===== config.mk =====
export PLATFORM = sky130hd
export DESIGN_NAME = watch_timer_with_watchdog
export DESIGN_NICKNAME = d
export VERILOG_FILES = /design/src/rtl/watch_timer_pkg.sv /design/src/rtl/watchdog_counter.sv /design/src/rtl/watch_timer_with_watchdog.sv
export SDC_FILE = /design/constraint.sdc
export NUM_CORES = 1
export LEC_CHECK = 0
export BUFFER_PORTS_ARGS = -buffer_cell sky130_fd_sc_hd__buf_2
export CORE_MARGIN = 4
export CORE_UTILIZATION = 60
export DETAILED_ROUTE_END_ITERATION = 7
export PLACE_DENSITY = 0.95
export REMOVE_ABC_BUFFERS = 1
export SYNTH_ARGS = -nofsm -noshare
export SYNTH_HDL_FRONTEND = slang
export SYNTH_SLANG_ARGS = --single-unit

===== constraint.sdc =====
create_clock -name core_clk -period 7.1 [get_ports core_clk]
set_input_delay 0.355 -clock core_clk [delete_from_list [all_inputs] [get_ports core_clk]]
set_output_delay 0.355 -clock core_clk [all_outputs]
set_load 0.1 [all_outputs]

===== src/rtl/watch_timer_pkg.sv =====
package watch_timer_pkg;

  // register indices; the byte address is four times the index
  localparam logic [7:0] IDX_WATCH_INTERVAL_RELOAD = 8'he8;
  localparam logic [7:0] IDX_WATCH_MODE_CONTROL = 8'hea;
  localparam logic [7:0] IDX_WATCHDOG_COMPARE = 8'hec;
  localparam logic [7:0] IDX_WATCHDOG_CONTROL = 8'hed;
  localparam logic [7:0] IDX_IRQ_STATUS = 8'hee;
  localparam logic [7:0] IDX_IRQ_MASK = 8'hef;
  localparam logic [7:0] IDX_WATCH_COUNT = 8'hf0;
  localparam logic [7:0] IDX_WATCHDOG_COUNT = 8'hf1;

  // values after reset
  localparam logic [6:0] RST_WATCH_RELOAD_VALUE = 7'h7f;
  localparam logic [7:0] RST_WATCH_MODE_CONTROL = 8'h00;
  localparam logic [7:0] RST_WATCHDOG_COMPARE = 8'h7f;
  localparam logic [1:0] RST_IRQ_MASK = 2'h0;

  // watch_interval_reload fields
  localparam int BIT_WATCH_COUNTER_CLEAR = 7;
  localparam int MSB_WATCH_RELOAD_VALUE = 6;

  // watch_mode_control fields
  localparam int BIT_WATCH_RUN_ENABLE = 7;
  localparam int BIT_RELOAD_WRITE_SELECT = 6;
  localparam int LSB_WATCH_INTERVAL_SELECT = 2;
  localparam int LSB_WATCH_SOURCE_SELECT = 0;
  localparam logic [7:0] MODE_CONTROL_USED_MASK = 8'hcf;

  // watchdog control fields
  localparam int BIT_WATCHDOG_COUNTER_CLEAR = 0;
  localparam int BIT_WATCHDOG_ACTION_SELECT = 1;

  // interrupt status and mask fields
  localparam int BIT_IRQ_WATCH = 0;
  localparam int BIT_IRQ_WATCHDOG = 1;

  // widths and counts
  localparam int WATCH_COUNT_WIDTH = 21;
  localparam int WATCHDOG_COUNT_WIDTH = 7;
  localparam int MAIN_PRESCALE_WIDTH = 7;
  localparam logic [6:0] MAIN_PRESCALE_LAST = 7'h7f;
  localparam logic [20:0] WATCH_LAST_DIV_2E11 = 21'h0007ff;
  localparam logic [20:0] WATCH_LAST_DIV_2E13 = 21'h001fff;
  localparam logic [20:0] WATCH_LAST_DIV_2E14 = 21'h003fff;
  localparam int RELOAD_STEP_SHIFT = 14;

  typedef enum logic [1:0] {
    SRC_SUB,
    SRC_MAIN_DIV128,
    SRC_MAIN,
    SRC_MAIN_DIV2
  } watch_source_t;

  typedef enum logic [1:0] {
    INTV_DIV_2E11,
    INTV_DIV_2E13,
    INTV_DIV_2E14,
    INTV_RELOAD
  } watch_interval_t;

endpackage


===== src/rtl/watchdog_counter.sv =====
`timescale 1ns/1ps
module watchdog_counter
  import watch_timer_pkg::*;
(
  // clock and reset
  input wire logic core_clk,
  input wire logic sys_rst,
  // control
  input wire logic stepTick,
  input wire logic clearReq,
  input wire logic [6:0] compareValue,
  // state
  output logic [6:0] count,
  output logic matchPulse
);

  logic [6:0] count_q;
  logic [6:0] count_d;
  logic match_q;
  logic match_d;

  // step on each interval-timer overflow, restart on clear or match
  always_comb begin
    count_d = count_q;
    match_d = 1'b0;
    if (clearReq) begin
      count_d = '0;
    end else if (stepTick) begin
      if (count_q + 7'h01 == compareValue) begin
        match_d = 1'b1;
        count_d = '0;
      end else begin
        count_d = count_q + 7'h01;
      end
    end
  end

  // register the count and the match pulse
  always_ff @(posedge core_clk) begin
    if (sys_rst) begin
      count_q <= '0;
      match_q <= 1'b0;
    end else begin
      count_q <= count_d;
      match_q <= match_d;
    end
  end

  assign count = count_q;
  assign matchPulse = match_q;

endmodule


===== src/rtl/watch_timer_with_watchdog.sv =====
// Function
// - watch timer is a 21-bit up-counter stepped by the selected watch clock
// - source field picks sub-clock, main/128, main undivided or main/2
// - interval field picks 2^11, 2^13, 2^14 or reload-based period
// - reload mode period is 2^14 watch clocks times reload value plus one
// - clear bit resets the watch counter and drops back to zero itself
// - watch counter runs only while the run enable bit is one
// - reload write select one blocks watchdog compare writes, zero allows them
// - main/128 source halts in STOP; sub-clock source keeps counting
// - a pending watch interrupt with its mask bit set wakes the CPU from STOP
// - counter range reaches sixty-four seconds on a 32.768 kHz sub-clock
// - watchdog is a 7-bit counter stepped by interval timer overflow
// - watchdog flags a request on the step that would bring its count to the compare low bits
// - watchdog match goes to interrupt or CPU reset by action select
// - watchdog clear bit resets the counter and self-clears after a cycle
//
// The Wishbone interface to the registers is this design's own decision.
`timescale 1ns/1ps
module watch_timer_with_watchdog
  import watch_timer_pkg::*;
(
  // clock and reset
  input wire logic core_clk,
  input wire logic sys_rst,
  // wishbone classic slave
  input wire logic cyc_i,
  input wire logic stb_i,
  input wire logic we_i,
  input wire logic [9:0] adr_i,
  input wire logic [3:0] sel_i,
  input wire logic [31:0] dat_i,
  output logic [31:0] dat_o,
  output logic ack_o,
  // clocking and power inputs
  input wire logic subClkPin,
  input wire logic stopMode,
  input wire logic intervalOverflow,
  // event outputs
  output logic irq,
  output logic wakeReq,
  output logic cpuResetReq
);

  // register index match
  function automatic logic idxHit(input logic [9:0] adr, input logic [7:0] idx);
    idxHit = (adr[9:2] == idx);
  endfunction

  // bus state
  logic ack_q;
  logic ack_d;
  logic [31:0] rdData_q;
  logic [31:0] rdData_d;
  logic busReq;
  logic busAccept;
  logic busWrite;

  // software-visible registers
  logic [6:0] reloadValue_q;
  logic [6:0] reloadValue_d;
  logic watchClear_q;
  logic watchClear_d;
  logic [7:0] modeControl_q;
  logic [7:0] modeControl_d;
  logic [7:0] wdogCompare_q;
  logic [7:0] wdogCompare_d;
  logic wdogClear_q;
  logic wdogClear_d;
  logic wdogAction_q;
  logic wdogAction_d;
  logic [1:0] irqStatus_q;
  logic [1:0] irqStatus_d;
  logic [1:0] irqMask_q;
  logic [1:0] irqMask_d;
  logic cpuReset_q;
  logic cpuReset_d;

  // sub-clock synchroniser and edge detect
  logic subSync1_q;
  logic subSync2_q;
  logic subSync3_q;
  logic subRise;

  // watch clock generation and counting
  logic [6:0] prescale_q;
  logic [6:0] prescale_d;
  logic [20:0] watchCount_q;
  logic [20:0] watchCount_d;
  logic watchEvent_q;
  logic watchEvent_d;
  logic watchTick;
  logic [20:0] watchLast;
  logic [21:0] reloadSpan;
  watch_source_t watchSource;
  watch_interval_t watchInterval;

  // watchdog
  logic [6:0] wdogCount;
  logic wdogMatch;

  // register selects, shared by the read, write and read-clear paths
  logic hitReload;
  logic hitMode;
  logic hitCompare;
  logic hitControl;
  logic hitStatus;
  logic hitMask;
  logic hitWatchCount;
  logic hitWdogCount;

  assign watchSource = watch_source_t'(modeControl_q[LSB_WATCH_SOURCE_SELECT +: 2]);
  assign watchInterval = watch_interval_t'(modeControl_q[LSB_WATCH_INTERVAL_SELECT +: 2]);

  // one index compare per register; the byte lanes below the index are ignored
  assign hitReload = idxHit(adr_i, IDX_WATCH_INTERVAL_RELOAD);
  assign hitMode = idxHit(adr_i, IDX_WATCH_MODE_CONTROL);
  assign hitCompare = idxHit(adr_i, IDX_WATCHDOG_COMPARE);
  assign hitControl = idxHit(adr_i, IDX_WATCHDOG_CONTROL);
  assign hitStatus = idxHit(adr_i, IDX_IRQ_STATUS);
  assign hitMask = idxHit(adr_i, IDX_IRQ_MASK);
  assign hitWatchCount = idxHit(adr_i, IDX_WATCH_COUNT);
  assign hitWdogCount = idxHit(adr_i, IDX_WATCHDOG_COUNT);

  // bus request decode; ack rises one cycle after the request
  assign busReq = cyc_i & stb_i;
  assign busAccept = busReq & ack_q;
  assign busWrite = busAccept & we_i & sel_i[0];
  assign ack_o = ack_q;
  assign dat_o = rdData_q;

  // ack and read data next values
  always_comb begin
    ack_d = busReq & ~ack_q;
    rdData_d = rdData_q;
    if (busReq & ~ack_q) begin
      rdData_d = '0;
      if (hitMode) begin
        rdData_d[7:0] = modeControl_q & MODE_CONTROL_USED_MASK;
      end else if (hitCompare) begin
        rdData_d[7:0] = wdogCompare_q;
      end else if (hitControl) begin
        rdData_d[BIT_WATCHDOG_ACTION_SELECT] = wdogAction_q;
      end else if (hitStatus) begin
        rdData_d[1:0] = irqStatus_q;
      end else if (hitMask) begin
        rdData_d[1:0] = irqMask_q;
      end else if (hitWatchCount) begin
        rdData_d[20:0] = watchCount_q;
      end else if (hitWdogCount) begin
        rdData_d[6:0] = wdogCount;
      end
    end
  end

  // bus registers
  always_ff @(posedge core_clk) begin
    if (sys_rst) begin
      ack_q <= 1'b0;
      rdData_q <= '0;
    end else begin
      ack_q <= ack_d;
      rdData_q <= rdData_d;
    end
  end

  // register file writes and self-clearing bits
  always_comb begin
    reloadValue_d = reloadValue_q;
    watchClear_d = 1'b0;
    modeControl_d = modeControl_q;
    wdogCompare_d = wdogCompare_q;
    wdogClear_d = 1'b0;
    wdogAction_d = wdogAction_q;
    irqMask_d = irqMask_q;
    if (busWrite) begin
      if (hitReload && modeControl_q[BIT_RELOAD_WRITE_SELECT]) begin
        reloadValue_d = dat_i[MSB_WATCH_RELOAD_VALUE:0];
        watchClear_d = dat_i[BIT_WATCH_COUNTER_CLEAR];
      end
      if (hitMode) begin
        modeControl_d = dat_i[7:0] & MODE_CONTROL_USED_MASK;
      end
      if (hitCompare && !modeControl_q[BIT_RELOAD_WRITE_SELECT]) begin
        wdogCompare_d = dat_i[7:0];
      end
      if (hitControl) begin
        wdogClear_d = dat_i[BIT_WATCHDOG_COUNTER_CLEAR];
        wdogAction_d = dat_i[BIT_WATCHDOG_ACTION_SELECT];
      end
      if (hitMask) begin
        irqMask_d = dat_i[1:0];
      end
    end
  end

  // register file flip-flops
  always_ff @(posedge core_clk) begin
    if (sys_rst) begin
      reloadValue_q <= RST_WATCH_RELOAD_VALUE;
      watchClear_q <= 1'b0;
      modeControl_q <= RST_WATCH_MODE_CONTROL;
      wdogCompare_q <= RST_WATCHDOG_COMPARE;
      wdogClear_q <= 1'b0;
      wdogAction_q <= 1'b0;
      irqMask_q <= RST_IRQ_MASK;
    end else begin
      reloadValue_q <= reloadValue_d;
      watchClear_q <= watchClear_d;
      modeControl_q <= modeControl_d;
      wdogCompare_q <= wdogCompare_d;
      wdogClear_q <= wdogClear_d;
      wdogAction_q <= wdogAction_d;
      irqMask_q <= irqMask_d;
    end
  end

  // sub-clock pin passes two flip-flops; the third only feeds edge detect
  always_ff @(posedge core_clk) begin
    if (sys_rst) begin
      subSync1_q <= 1'b0;
      subSync2_q <= 1'b0;
      subSync3_q <= 1'b0;
    end else begin
      subSync1_q <= subClkPin;
      subSync2_q <= subSync1_q;
      subSync3_q <= subSync2_q;
    end
  end

  assign subRise = subSync2_q & ~subSync3_q;

  // main clock prescaler; the main clock is gone while in STOP
  always_comb begin
    prescale_d = prescale_q;
    if (!stopMode) begin
      prescale_d = prescale_q + 7'h01;
    end
  end

  // prescaler flip-flops
  always_ff @(posedge core_clk) begin
    if (sys_rst) begin
      prescale_q <= '0;
    end else begin
      prescale_q <= prescale_d;
    end
  end

  // watch clock selection; only the sub-clock keeps ticking in STOP
  always_comb begin
    unique case (watchSource)
      SRC_SUB: watchTick = subRise;
      SRC_MAIN_DIV128: watchTick = ~stopMode & (prescale_q == MAIN_PRESCALE_LAST);
      SRC_MAIN: watchTick = ~stopMode;
      SRC_MAIN_DIV2: watchTick = ~stopMode & prescale_q[0];
    endcase
  end

  // reload period spans 2^14 watch clocks per step; 128 steps fill 21 bits
  assign reloadSpan = {({1'b0, reloadValue_q} + 8'h01), 14'h0000} - 22'h000001;

  // last count value of the selected interval
  always_comb begin
    unique case (watchInterval)
      INTV_DIV_2E11: watchLast = WATCH_LAST_DIV_2E11;
      INTV_DIV_2E13: watchLast = WATCH_LAST_DIV_2E13;
      INTV_DIV_2E14: watchLast = WATCH_LAST_DIV_2E14;
      INTV_RELOAD: watchLast = reloadSpan[20:0];
    endcase
  end

  // watch counter: clear first, then count while enabled
  always_comb begin
    watchCount_d = watchCount_q;
    watchEvent_d = 1'b0;
    if (watchClear_q) begin
      watchCount_d = '0;
    end else if (modeControl_q[BIT_WATCH_RUN_ENABLE] && watchTick) begin
      if (watchCount_q == watchLast) begin
        watchCount_d = '0;
        watchEvent_d = 1'b1;
      end else begin
        watchCount_d = watchCount_q + 21'h000001;
      end
    end
  end

  // watch counter flip-flops
  always_ff @(posedge core_clk) begin
    if (sys_rst) begin
      watchCount_q <= '0;
      watchEvent_q <= 1'b0;
    end else begin
      watchCount_q <= watchCount_d;
      watchEvent_q <= watchEvent_d;
    end
  end

  // watchdog counter and compare
  watchdog_counter u_watchdog (
    .core_clk(core_clk),
    .sys_rst(sys_rst),
    .stepTick(intervalOverflow),
    .clearReq(wdogClear_q),
    .compareValue(wdogCompare_q[6:0]),
    .count(wdogCount),
    .matchPulse(wdogMatch)
  );

  // sticky status; a read clears only the bits it returned, a new event wins
  always_comb begin
    irqStatus_d = irqStatus_q;
    cpuReset_d = wdogMatch & wdogAction_q;
    if (busAccept && !we_i && hitStatus) begin
      irqStatus_d = irqStatus_q & ~rdData_q[1:0];
    end
    if (watchEvent_q) begin
      irqStatus_d[BIT_IRQ_WATCH] = 1'b1;
    end
    if (wdogMatch && !wdogAction_q) begin
      irqStatus_d[BIT_IRQ_WATCHDOG] = 1'b1;
    end
  end

  // status and reset request flip-flops
  always_ff @(posedge core_clk) begin
    if (sys_rst) begin
      irqStatus_q <= '0;
      cpuReset_q <= 1'b0;
    end else begin
      irqStatus_q <= irqStatus_d;
      cpuReset_q <= cpuReset_d;
    end
  end

  // interrupt and wake outputs
  assign irq = |(irqStatus_q & irqMask_q);
  assign wakeReq = stopMode & irqStatus_q[BIT_IRQ_WATCH] & irqMask_q[BIT_IRQ_WATCH];
  assign cpuResetReq = cpuReset_q;

endmodule


==> impl_metrics.json, run 1 <==
{
  "first_global_vias": 4100,
  "postSynthRegisterBits": 91,
  "timing.critical_path.to_type": "flop",
  "rsz0062_at_grt": "no",
  "post_synth_main_area_contributors": "sky130_fd_sc_hd__dfxtp_1 (38%), sky130_fd_sc_hd__nor2_1 (7.3%), sky130_fd_sc_hd__xnor2_1 (4.9%)",
  "worst_skew_pair.late_latency_ns": 0.36,
  "postSynth.topFlopCell": "sky130_fd_sc_hd__dfxtp_1",
  "setup_violations": 0,
  "worstPathMaxFanout": 11,
  "power_per_cell_area_nw_per_um2": 187,
  "hold_bufs_at_cts": 0,
  "synthMuxAreaShare_pct": 2.40,
  "timing.fmax_mhz": 257,
  "placementRows": 32,
  "area_growth_pct": 8.11,
  "pre_cts_setup_slack_ns": 3.28,
  "sw_frac_of_total_pct": 27.1,
  "detail_route.iter0.violations": 463,
  "synthMostInstantiatedCell": "sky130_fd_sc_hd__nor2_1",
  "min_period_over_period_pct": 54.8,
  "grt_first_pass_wirelength_mm": 19.0,
  "required_ns": 7.30,
  "p_switching_mw": 0.263,
  "post_synth_top_area_share_pct": 37.9,
  "tritoncts": "done",
  "detail_route.drc_violations": 0,
  "synthSimpleGateAreaFrac_pct": 26.2,
  "syn_area_per_cell_sq_um": 8.15,
  "die_width_microns": 97.5,
  "critical_path_buf_inv_count": 0,
  "wire_per_inst_microns": 15.8,
  "tritoncts_buffers": 9,
  "worst_slack_ns": 3.21,
  "layout.cell_area.non_filler_sq_um": 5190,
  "clockPowerShare_pct": 37.3,
  "grtUsageTotal_pct": 23.8,
  "clk_pin_slew_worst_paths_ns": 0.09,
  "globalRoute.totalOverflow": 0,
  "detail-route-antenna-nets": 0,
  "yosysWarningCount": 0,
  "cts_max_level": 3,
  "async_reset_ff_share_pct": 0,
  "start_kind": "flop",
  "synth_compound_area_share_pct": 17.5,
  "mappedNetlistArea_sq_um": 4800,
  "ioPinCount": 90,
  "cts.repair.resized": 0,
  "finalMaxSlewViolations": 0,
  "hpwl_mm": 8.14,
  "initial_utilization_pct": 61.8,
  "yosys-top-cells-count": "sky130_fd_sc_hd__nor2_1 (93), sky130_fd_sc_hd__dfxtp_1 (91), sky130_fd_sc_hd__a21oi_1 (35), sky130_fd_sc_hd__nand2_1 (32), sky130_fd_sc_hd__nand3_1 (29)",
  "antenna_cells": 0,
  "timing.critical_path.from": "reloadValue_q[0]",
  "post_synth_fa_ha_maj_area_fraction_pct": 1.30,
  "most_frequent_cell_on_critical_path": "sky130_fd_sc_hd__nor3_1",
  "totalWireLength_mm": 11.4,
  "yosys.area_share.xor_xnor_pct": 8.03,
  "vdd.ir_drop.worst_uv": 82.3,
  "placement.cell_area_sq_um": 4990,
  "maximum_clock_insertion_buffer_count": 2,
  "p_leak_nw": 2.00,
  "power_frac_comb_pct": 9.0,
  "worstHoldStart": "subClkPin",
  "slew_headroom_pct": 18.1,
  "post_cts.repair.setup_buffers": 0,
  "max_slew.worst_pin.slew_ns": 1.22,
  "drt_pass1_iterations": 5,
  "dominant_combinational_cell_family_by_area_after_synthesis": "simple AND/OR/NAND/NOR gates",
  "synth_cells": 589,
  "run_status": "completed",
  "clock-root-buffer": "sky130_fd_sc_hd__clkbuf_8",
  "period_needed_ns": 3.89,
  "synth-edff-count": 0,
  "drive_gt1_share_pct": 14.3,
  "antenna_found_initial": 0,
  "r2r-start": "reloadValue_q[0]",
  "crit_chain": "ha_1 -> nor3_1 -> a31oi_1 -> a2111oi_0 -> nor3_1 -> a211oi_1 -> nand4_1 -> o31ai_2 -> nor2_1",
  "slowest_stage": "sky130_fd_sc_hd__o31ai_2",
  "clock-skew-final_ns": 0.00943,
  "synth_top_area_cell": "sky130_fd_sc_hd__dfxtp_1",
  "cp.arrival_ns": 4.10,
  "ys_seq_area_share_pct": 37.9,
  "path_type_of_the_worst_setup_path": "reg -> reg",
  "fill_cells": 624,
  "cts.sink_count": 91,
  "cp_top_family": "compound AO/OA/AOI/OAI gates",
  "routed-via-count": 4418,
  "io_buffer_count": 49,
  "avgViaCountPerCell": 6.11,
  "p_int_mw": 0.707,
  "max_cap_viol_count": 0,
  "place.gp.congestion": 0.889,
  "synth.distinct_cells": 61,
  "seq_power_share_pct": 53.8,
  "min-delay-path-class": "in -> reg",
  "final_net_count": 675,
  "placeableCoreArea_sq_um": 7770,
  "design.die.area_sq_um": 9500,
  "die_y_microns": 97.5,
  "cpPeakStageDelay_ns": 1.04,
  "finish.utilization_pct": 66.8,
  "report.final.hold_viol_count": 0,
  "timing.setup.tns_ns": 0,
  "grt_start_max_net_pins": 65
}
[power groups by stage]
stage | registers [mW] | clock network (mW) | logic [mW]
3_5_place_dp | 0.534 | 0 | 0.0859
2_1_floorplan | 0.546 | 0 | 0.0471
5_1_grt | 0.522 | 0.384 | 0.0927
6_report | 0.522 | 0.362 | 0.0869
3_3_place_gp | 0.533 | 0 | 0.0841
4_1_cts | 0.521 | 0.361 | 0.0861
[area by class of cell]
class                           count  area [sq um]  share of cell area (%)
Sequential cell                    91          1820                    35.1
Inverter                           20          75.1                    1.45
Multi-Input combinational cell    443          2700                    52.1
Tap cell                          102           128                    2.46
Timing Repair Buffer               51           260                    5.01
Clock inverter                      5          60.1                    1.16
Clock buffer                       11           141                    2.72
[worst register-to-register path, stage by stage, from the launching register on]
cell,delay (ns)
sky130_fd_sc_hd__dfxtp_1,0.61
sky130_fd_sc_hd__ha_1,0.43
sky130_fd_sc_hd__nor3_1,0.23
sky130_fd_sc_hd__a31oi_1,0.10
sky130_fd_sc_hd__a2111oi_0,0.45
sky130_fd_sc_hd__nor3_1,0.11
sky130_fd_sc_hd__a211oi_1,0.36
sky130_fd_sc_hd__nand4_1,0.30
sky130_fd_sc_hd__o31ai_2,1.04
sky130_fd_sc_hd__nor2_1,0.11
[sequential cells by signal, summed over array words and instances, names as in the netlist, 2 cells and up]
register / count
dat_o: 21
watchCount_q: 21
wdogCompare_q: 8
prescale_q: 7
reloadValue_q: 7
u_watchdog.count: 7
modeControl_q: 6
irqMask_q: 2
irqStatus_q: 2
[kinds of logic (layout without fill, tap and decap cells)]
| logic type | Yosys count | in the layout |
|---|---|---|
| buf+inv | 65 | 87 |
| simple gates | 253 | 253 |
| mux | 11 | 11 |
| fa+ha+maj | 5 | 5 |
| other cells | 1 | 11 |
| compound gates | 119 | 119 |
| xor+xnor | 44 | 44 |
| flops | 91 | 91 |
[worst paths after layout]
check / to / slack, ns / cells after the start
max: watchCount_q[7] / 3.21 / 9
min: subSync1_q / 0.21 / 2
max reg2reg: watchCount_q[7] / 3.21 / 9
min reg2reg: subSync2_q / 0.44 / 1
[through the flow]
stage          hold WS, ns  std cells  total power [mW]
2_1_floorplan        0.413        554             0.593
3_3_place_gp         0.417        707             0.617
3_5_place_dp         0.432        707             0.619
4_1_cts              0.204        723             0.969
5_1_grt              0.223        723             0.999
6_report             0.206        723             0.970
[cell usage in the layout (no fill, tap or decap), types with 4 or more instances in the layout]
| cell type | n |
|---|---|
| sky130_fd_sc_hd__buf_2 | 49 |
| sky130_fd_sc_hd__conb_1 | 11 |
| sky130_fd_sc_hd__nor3_1 | 19 |
| sky130_fd_sc_hd__or3_1 | 4 |
| sky130_fd_sc_hd__xnor2_1 | 27 |
| sky130_fd_sc_hd__and4_1 | 4 |
| sky130_fd_sc_hd__xor2_1 | 17 |
| sky130_fd_sc_hd__a31oi_1 | 4 |
| sky130_fd_sc_hd__nand3b_1 | 4 |
| sky130_fd_sc_hd__inv_1 | 20 |
| sky130_fd_sc_hd__clkbuf_8 | 10 |
| sky130_fd_sc_hd__a211oi_1 | 5 |
| sky130_fd_sc_hd__nor4_1 | 4 |
| sky130_fd_sc_hd__mux2i_1 | 9 |
| sky130_fd_sc_hd__dfxtp_1 | 91 |
| sky130_fd_sc_hd__a22oi_1 | 15 |
| sky130_fd_sc_hd__nor2_1 | 93 |
| sky130_fd_sc_hd__ha_1 | 5 |
| sky130_fd_sc_hd__nand4_1 | 7 |
| sky130_fd_sc_hd__a211o_1 | 16 |
| sky130_fd_sc_hd__and3_1 | 15 |
| sky130_fd_sc_hd__o211ai_1 | 5 |
| sky130_fd_sc_hd__nand2_1 | 32 |
| sky130_fd_sc_hd__o21ai_0 | 16 |
| sky130_fd_sc_hd__nor2_2 | 10 |
| sky130_fd_sc_hd__nand2b_1 | 6 |
| sky130_fd_sc_hd__nor2b_1 | 8 |
| sky130_fd_sc_hd__nand3_1 | 29 |
| sky130_fd_sc_hd__a21oi_1 | 35 |
[per-layer routing]
| metal | vias up | GRT usage [%] | routed length, microns |
|---|---|---|---|
| met5 | - | 0 | 0 |
| met4 | 0 | 8.84 | 283 |
| met3 | 39 | 4.09 | 779 |
| met2 | 195 | 40.1 | 5470 |
| met1 | 2074 | 30.5 | 4900 |
| li1 | 2110 | - | - |
Note: power is estimated with default switching activity, not from simulation.
==> run 2, diff against run 1 <==
CORE_UTILIZATION = 50   (was 60)
PLACE_DENSITY = 0.87   (was 0.95)
clock period = 3.5 ns   (was 7.1 ns; I/O delays follow)
==> impl_metrics.json, run 2 (synthesized netlist as in run 1, its figures left out) <==
{
  "grt_first_pass_wirelength_mm": 19.0,
  "cts.repair.resized": 0,
  "detail_route.drc_violations": 0,
  "timing.fmax_mhz": 318,
  "io_buffer_count": 49,
  "antenna_found_initial": 0,
  "critical_path_buf_inv_count": 1,
  "die_width_microns": 106,
  "cp.arrival_ns": 3.40,
  "hold_bufs_at_cts": 0,
  "place.gp.congestion": 0.898,
  "p_leak_nw": 2.04,
  "run_status": "completed",
  "r2r-start": "reloadValue_q[1]",
  "final_common_cell": "sky130_fd_sc_hd__nor2_1",
  "rsz0062_at_grt": "no",
  "detail_route.iter0.violations": 309,
  "most_frequent_cell_on_critical_path": "sky130_fd_sc_hd__nor3_1",
  "cpPeakStageDelay_ns": 0.53,
  "placementRows": 35,
  "setup_violations": 0,
  "start_kind": "flop",
  "timing.setup.tns_ns": 0,
  "final_net_count": 678,
  "post_cts.repair.setup_buffers": 0,
  "crit_chain": "ha_1 -> nor3_1 -> a31oi_1 -> a2111oi_0 -> nor3_1 -> a211oi_1 -> nand4_1 -> o31ai_2 -> buf_4 -> nor2_1",
  "initial_utilization_pct": 51.7,
  "clk_pin_slew_worst_paths_ns": 0.09,
  "timing.critical_path.to_type": "flop",
  "clock-root-buffer": "sky130_fd_sc_hd__clkbuf_8",
  "ioPinCount": 90,
  "vdd.ir_drop.worst_uv": 157,
  "area_growth_pct": 10.5,
  "maximum_clock_insertion_buffer_count": 2,
  "globalRoute.totalOverflow": 0,
  "worstReg2RegEnd": "watchCount_q[7]",
  "hold_end": "subSync1_q",
  "antenna_cells": 0,
  "detail-route-antenna-nets": 0,
  "setup_slack_on_the_worst_flop_to_flop_path_ns": 0.36,
  "post-place-cells": 737,
  "report.final.hold_viol_count": 0,
  "required_ns": 3.76,
  "layout.cell_area.non_filler_sq_um": 5300,
  "whs_path_depth": 2,
  "min-delay-path-class": "in -> reg",
  "max_slew.worst_pin.slew_ns": 0.886,
  "routed-via-count": 4384,
  "slowest_stage": "sky130_fd_sc_hd__dfxtp_1",
  "cts.sink_count": 91,
  "first_global_vias": 4091,
  "fill_cells": 807,
  "cts_max_level": 3,
  "pre_cts_setup_slack_ns": 0.341,
  "power_per_cell_area_nw_per_um2": 402,
  "hold-worst-slack_ns": 0.0231,
  "final_cell_mix": "sky130_fd_sc_hd__nor2_1 (93), sky130_fd_sc_hd__dfxtp_1 (90), sky130_fd_sc_hd__buf_2 (49)",
  "hpwl_mm": 8.22,
  "grt_start_max_net_pins": 50,
  "min_period_over_period_pct": 89.8,
  "slew_headroom_pct": 40.9,
  "drive_gt1_share_pct": 15.1,
  "worst_slack_ns": 0.358,
  "drt_pass1_iterations": 8,
  "timing.reg2reg.worst_path_depth": 10,
  "totalWireLength_mm": 11.5,
  "sum_of_internal_switching_and_leakage_power_mw": 2.13,
  "tritoncts": "done",
  "cp_top_family": "compound AO/OA/AOI/OAI gates",
  "placeableCoreArea_sq_um": 9280,
  "placement.cell_area_sq_um": 5040,
  "clock-skew-final_ns": 0.00819,
  "die_y_microns": 106,
  "max_cap_viol_count": 0,
  "grtUsageTotal_pct": 20.3,
  "layout_cells_excl_fill": 753,
  "worstHoldStart": "subClkPin",
  "path_type_of_the_worst_setup_path": "reg -> reg",
  "finalMaxSlewViolations": 0,
  "avgViaCountPerCell": 5.82,
  "worstPathMaxFanout": 11,
  "design.die.area_sq_um": 11200,
  "worst_skew_pair.late_latency_ns": 0.36,
  "finish.utilization_pct": 57.1,
  "wire_per_inst_microns": 15.3,
  "tritoncts_buffers": 9,
  "period_needed_ns": 3.14
}
run 2: how the worst max path moves through the flow:
stage | from | to | slack, ns | cells after the start
floorplan | reloadValue_q[0] | watchCount_q[7] | 0.35 | 9
global placement | reloadValue_q[0] | watchCount_q[7] | 0.48 | 10
detailed placement | reloadValue_q[0] | watchCount_q[7] | 0.34 | 10
CTS | reloadValue_q[0] | watchCount_q[7] | 0.33 | 10
global route | reloadValue_q[1] | watchCount_q[7] | 0.03 | 10
finish | reloadValue_q[1] | watchCount_q[7] | 0.36 | 10
run 2: layout make-up:
class                           instances  area, sq um  share of cell area [%]
Clock buffer                           10          138                    2.60
Clock inverter                          6          119                    2.24
Inverter                               20         75.1                    1.42
Multi-Input combinational cell        443         2700                    51.0
Sequential cell                        91         1820                    34.4
Tap cell                              129          161                    3.04
Timing Repair Buffer                   54          283                    5.33
run 2: routing by layer:
| metal | vias to the layer above | track usage, % | wire length, microns |
|---|---|---|---|
| met5 | - | 0 | 0 |
| li1 | 2108 | - | - |
| met2 | 173 | 34.5 | 5550 |
| met3 | 33 | 3.83 | 859 |
| met4 | 0 | 9.07 | 281 |
| met1 | 2070 | 25.0 | 4860 |
run 2: power by group:
| group | internal (mW) | switching, mW | leakage, nW | total (mW) |
|---|---|---|---|---|
| Sequential | 1.05 | 0.0118 | 0.735 | 1.06 |
| Clock | 0.503 | 0.392 | 0.129 | 0.895 |
| Combinational | 0.0356 | 0.141 | 1.18 | 0.176 |
| Total | 1.58 | 0.545 | 2.04 | 2.13 |
==> run 3, diff against run 2 <==
CORE_MARGIN = unset   (was 4)
CTS_BUF_LIST = sky130_fd_sc_hd__clkbuf_4 sky130_fd_sc_hd__clkbuf_8 sky130_fd_sc_hd__clkbuf_16   (was unset)
==> impl_metrics.json, run 3 (synthesized netlist as in run 1, its figures left out) <==
{
  "p_switching_mw": 0.567,
  "clk_pin_slew_worst_paths_ns": 0.10,
  "maximum_clock_insertion_buffer_count": 2,
  "timing.critical_path.to_type": "flop",
  "final_net_count": 677,
  "min-delay-path-class": "in -> reg",
  "tritoncts_buffers": 9,
  "max_cap_viol_count": 0,
  "critical_path_buf_inv_count": 1,
  "final_common_cell": "sky130_fd_sc_hd__nor2_1",
  "hpwl_mm": 8.32,
  "placeableCoreArea_sq_um": 9280,
  "sum_of_internal_switching_and_leakage_power_mw": 2.00,
  "initial_utilization_pct": 51.7,
  "timing.setup.tns_ns": 0,
  "final_cell_mix": "sky130_fd_sc_hd__nor2_1 (93), sky130_fd_sc_hd__dfxtp_1 (90), sky130_fd_sc_hd__buf_2 (49)",
  "ioPinCount": 90,
  "crit_chain": "ha_1 -> nor3_1 -> a31oi_1 -> a2111oi_0 -> nor3_1 -> a211oi_1 -> nand4_1 -> o31ai_2 -> buf_4 -> nor2_1",
  "setup_violations": 0,
  "cts_max_level": 3,
  "globalRoute.totalOverflow": 0,
  "avgViaCountPerCell": 5.85,
  "p_int_mw": 1.43,
  "layout.cell_area.non_filler_sq_um": 5260,
  "area_growth_pct": 9.56,
  "power_frac_comb_pct": 8.8,
  "placementRows": 35,
  "routed-via-count": 4400,
  "fill_cells": 823,
  "cpPeakStageDelay_ns": 0.54,
  "drt_pass1_iterations": 5,
  "worst_skew_pair.late_latency_ns": 0.38,
  "die_width_microns": 100,
  "setup_slack_on_the_worst_flop_to_flop_path_ns": 0.29,
  "wire_per_inst_microns": 15.2,
  "antenna_cells": 0,
  "required_ns": 3.76,
  "sequential_cell_area_sq_um": 1820,
  "multiInputGateArea_sq_um": 2700,
  "timing.fmax_mhz": 311,
  "clock-root-buffer": "sky130_fd_sc_hd__clkbuf_8",
  "report.final.hold_viol_count": 0,
  "worstPathMaxFanout": 11,
  "min_period_over_period_pct": 91.8,
  "placement.cell_area_sq_um": 5040,
  "grt_first_pass_wirelength_mm": 18.6,
  "path_type_of_the_worst_setup_path": "reg -> reg",
  "pre_cts_setup_slack_ns": 0.295,
  "rsz0062_at_grt": "no",
  "clock-skew-final_ns": 0.0136,
  "finalMaxSlewViolations": 0,
  "detail-route-antenna-nets": 0,
  "vdd.ir_drop.worst_uv": 183,
  "detail_route.drc_violations": 0,
  "run_status": "completed",
  "cp_top_family": "compound AO/OA/AOI/OAI gates",
  "tritoncts": "done",
  "worst_slack_ns": 0.288,
  "cts.sink_count": 91,
  "p_leak_nw": 2.02,
  "slowest_stage": "sky130_fd_sc_hd__dfxtp_1",
  "first_global_vias": 4077,
  "sw_frac_of_total_pct": 28.4,
  "die_y_microns": 100,
  "detail_route.iter0.violations": 275,
  "start_kind": "flop",
  "antenna_found_initial": 1,
  "grt_start_max_net_pins": 45,
  "seq_power_share_pct": 53.0,
  "grtUsageTotal_pct": 23.2,
  "slew_headroom_pct": 46.4,
  "place.gp.congestion": 0.914,
  "most_frequent_cell_on_critical_path": "sky130_fd_sc_hd__nor3_1",
  "io_buffer_count": 49,
  "period_needed_ns": 3.21,
  "cp.arrival_ns": 3.48,
  "totalWireLength_mm": 11.4,
  "power_per_cell_area_nw_per_um2": 380,
  "max_slew.worst_pin.slew_ns": 0.798,
  "design.die.area_sq_um": 10000,
  "clockPowerShare_pct": 38.2,
  "drive_gt1_share_pct": 14.9,
  "hold-worst-slack_ns": 0.0160
}
-- run 3: metal layers --
layer | GRT usage (%) | vias to the layer above | share of wire, %
li1 | - | 2120 | -
met1 | 28.4 | 2084 | 42
met2 | 39.5 | 166 | 49
met3 | 4.25 | 30 | 6.2
met4 | 11.4 | 0 | 2.5
met5 | 0 | - | 0
-- run 3: layout make-up --
type,instances,area share [%]
Clock buffer,9,2.35
Clock inverter,7,1.86
Inverter,20,1.43
Multi-Input combinational cell,443,51.4
Sequential cell,91,34.7
Tap cell,129,3.07
Timing Repair Buffer,53,5.23
-- run 3: final timing paths --
check,start,end,cells past startpoint
setup / recovery,reloadValue_q[1],watchCount_q[7],10
hold / removal,subClkPin,subSync1_q,2
setup reg to reg,reloadValue_q[1],watchCount_q[7],10
hold reg to reg,subSync1_q,subSync2_q,1
-- run 3: power by group through the flow --
| stage | logic [mW] | clock network [mW] | registers (mW) |
|---|---|---|---|
| floorplan | 0.0955 | 0 | 1.11 |
| CTS | 0.174 | 0.774 | 1.06 |
| global route | 0.188 | 0.810 | 1.06 |
| finish | 0.176 | 0.764 | 1.06 |
| global placement | 0.171 | 0 | 1.08 |
| detailed placement | 0.174 | 0 | 1.08 |
-- run 3: what timing repair did --
action                                  CTS  global route
hold buffers                              0             0
endpoints found under the hold margin     0             0
gates resized for setup                   0             1
endpoints found under the setup margin    0            11
setup buffers                             0             0
-- run 3: metrics by stage --
step,std cells,utilization [%]
global placement,736,54.3
floorplan,554,-
detailed placement,736,54.3
finish,752,56.7
CTS,752,56.6
global route,752,56.7
-- run 3: worst reg2reg max path, stage by stage, from the launching register on --
cell,delay [ns]
sky130_fd_sc_hd__dfxtp_1,0.54
sky130_fd_sc_hd__ha_1,0.41
sky130_fd_sc_hd__nor3_1,0.23
sky130_fd_sc_hd__a31oi_1,0.09
sky130_fd_sc_hd__a2111oi_0,0.51
sky130_fd_sc_hd__nor3_1,0.12
sky130_fd_sc_hd__a211oi_1,0.35
sky130_fd_sc_hd__nand4_1,0.27
sky130_fd_sc_hd__o31ai_2,0.24
sky130_fd_sc_hd__buf_4,0.26
sky130_fd_sc_hd__nor2_1,0.08
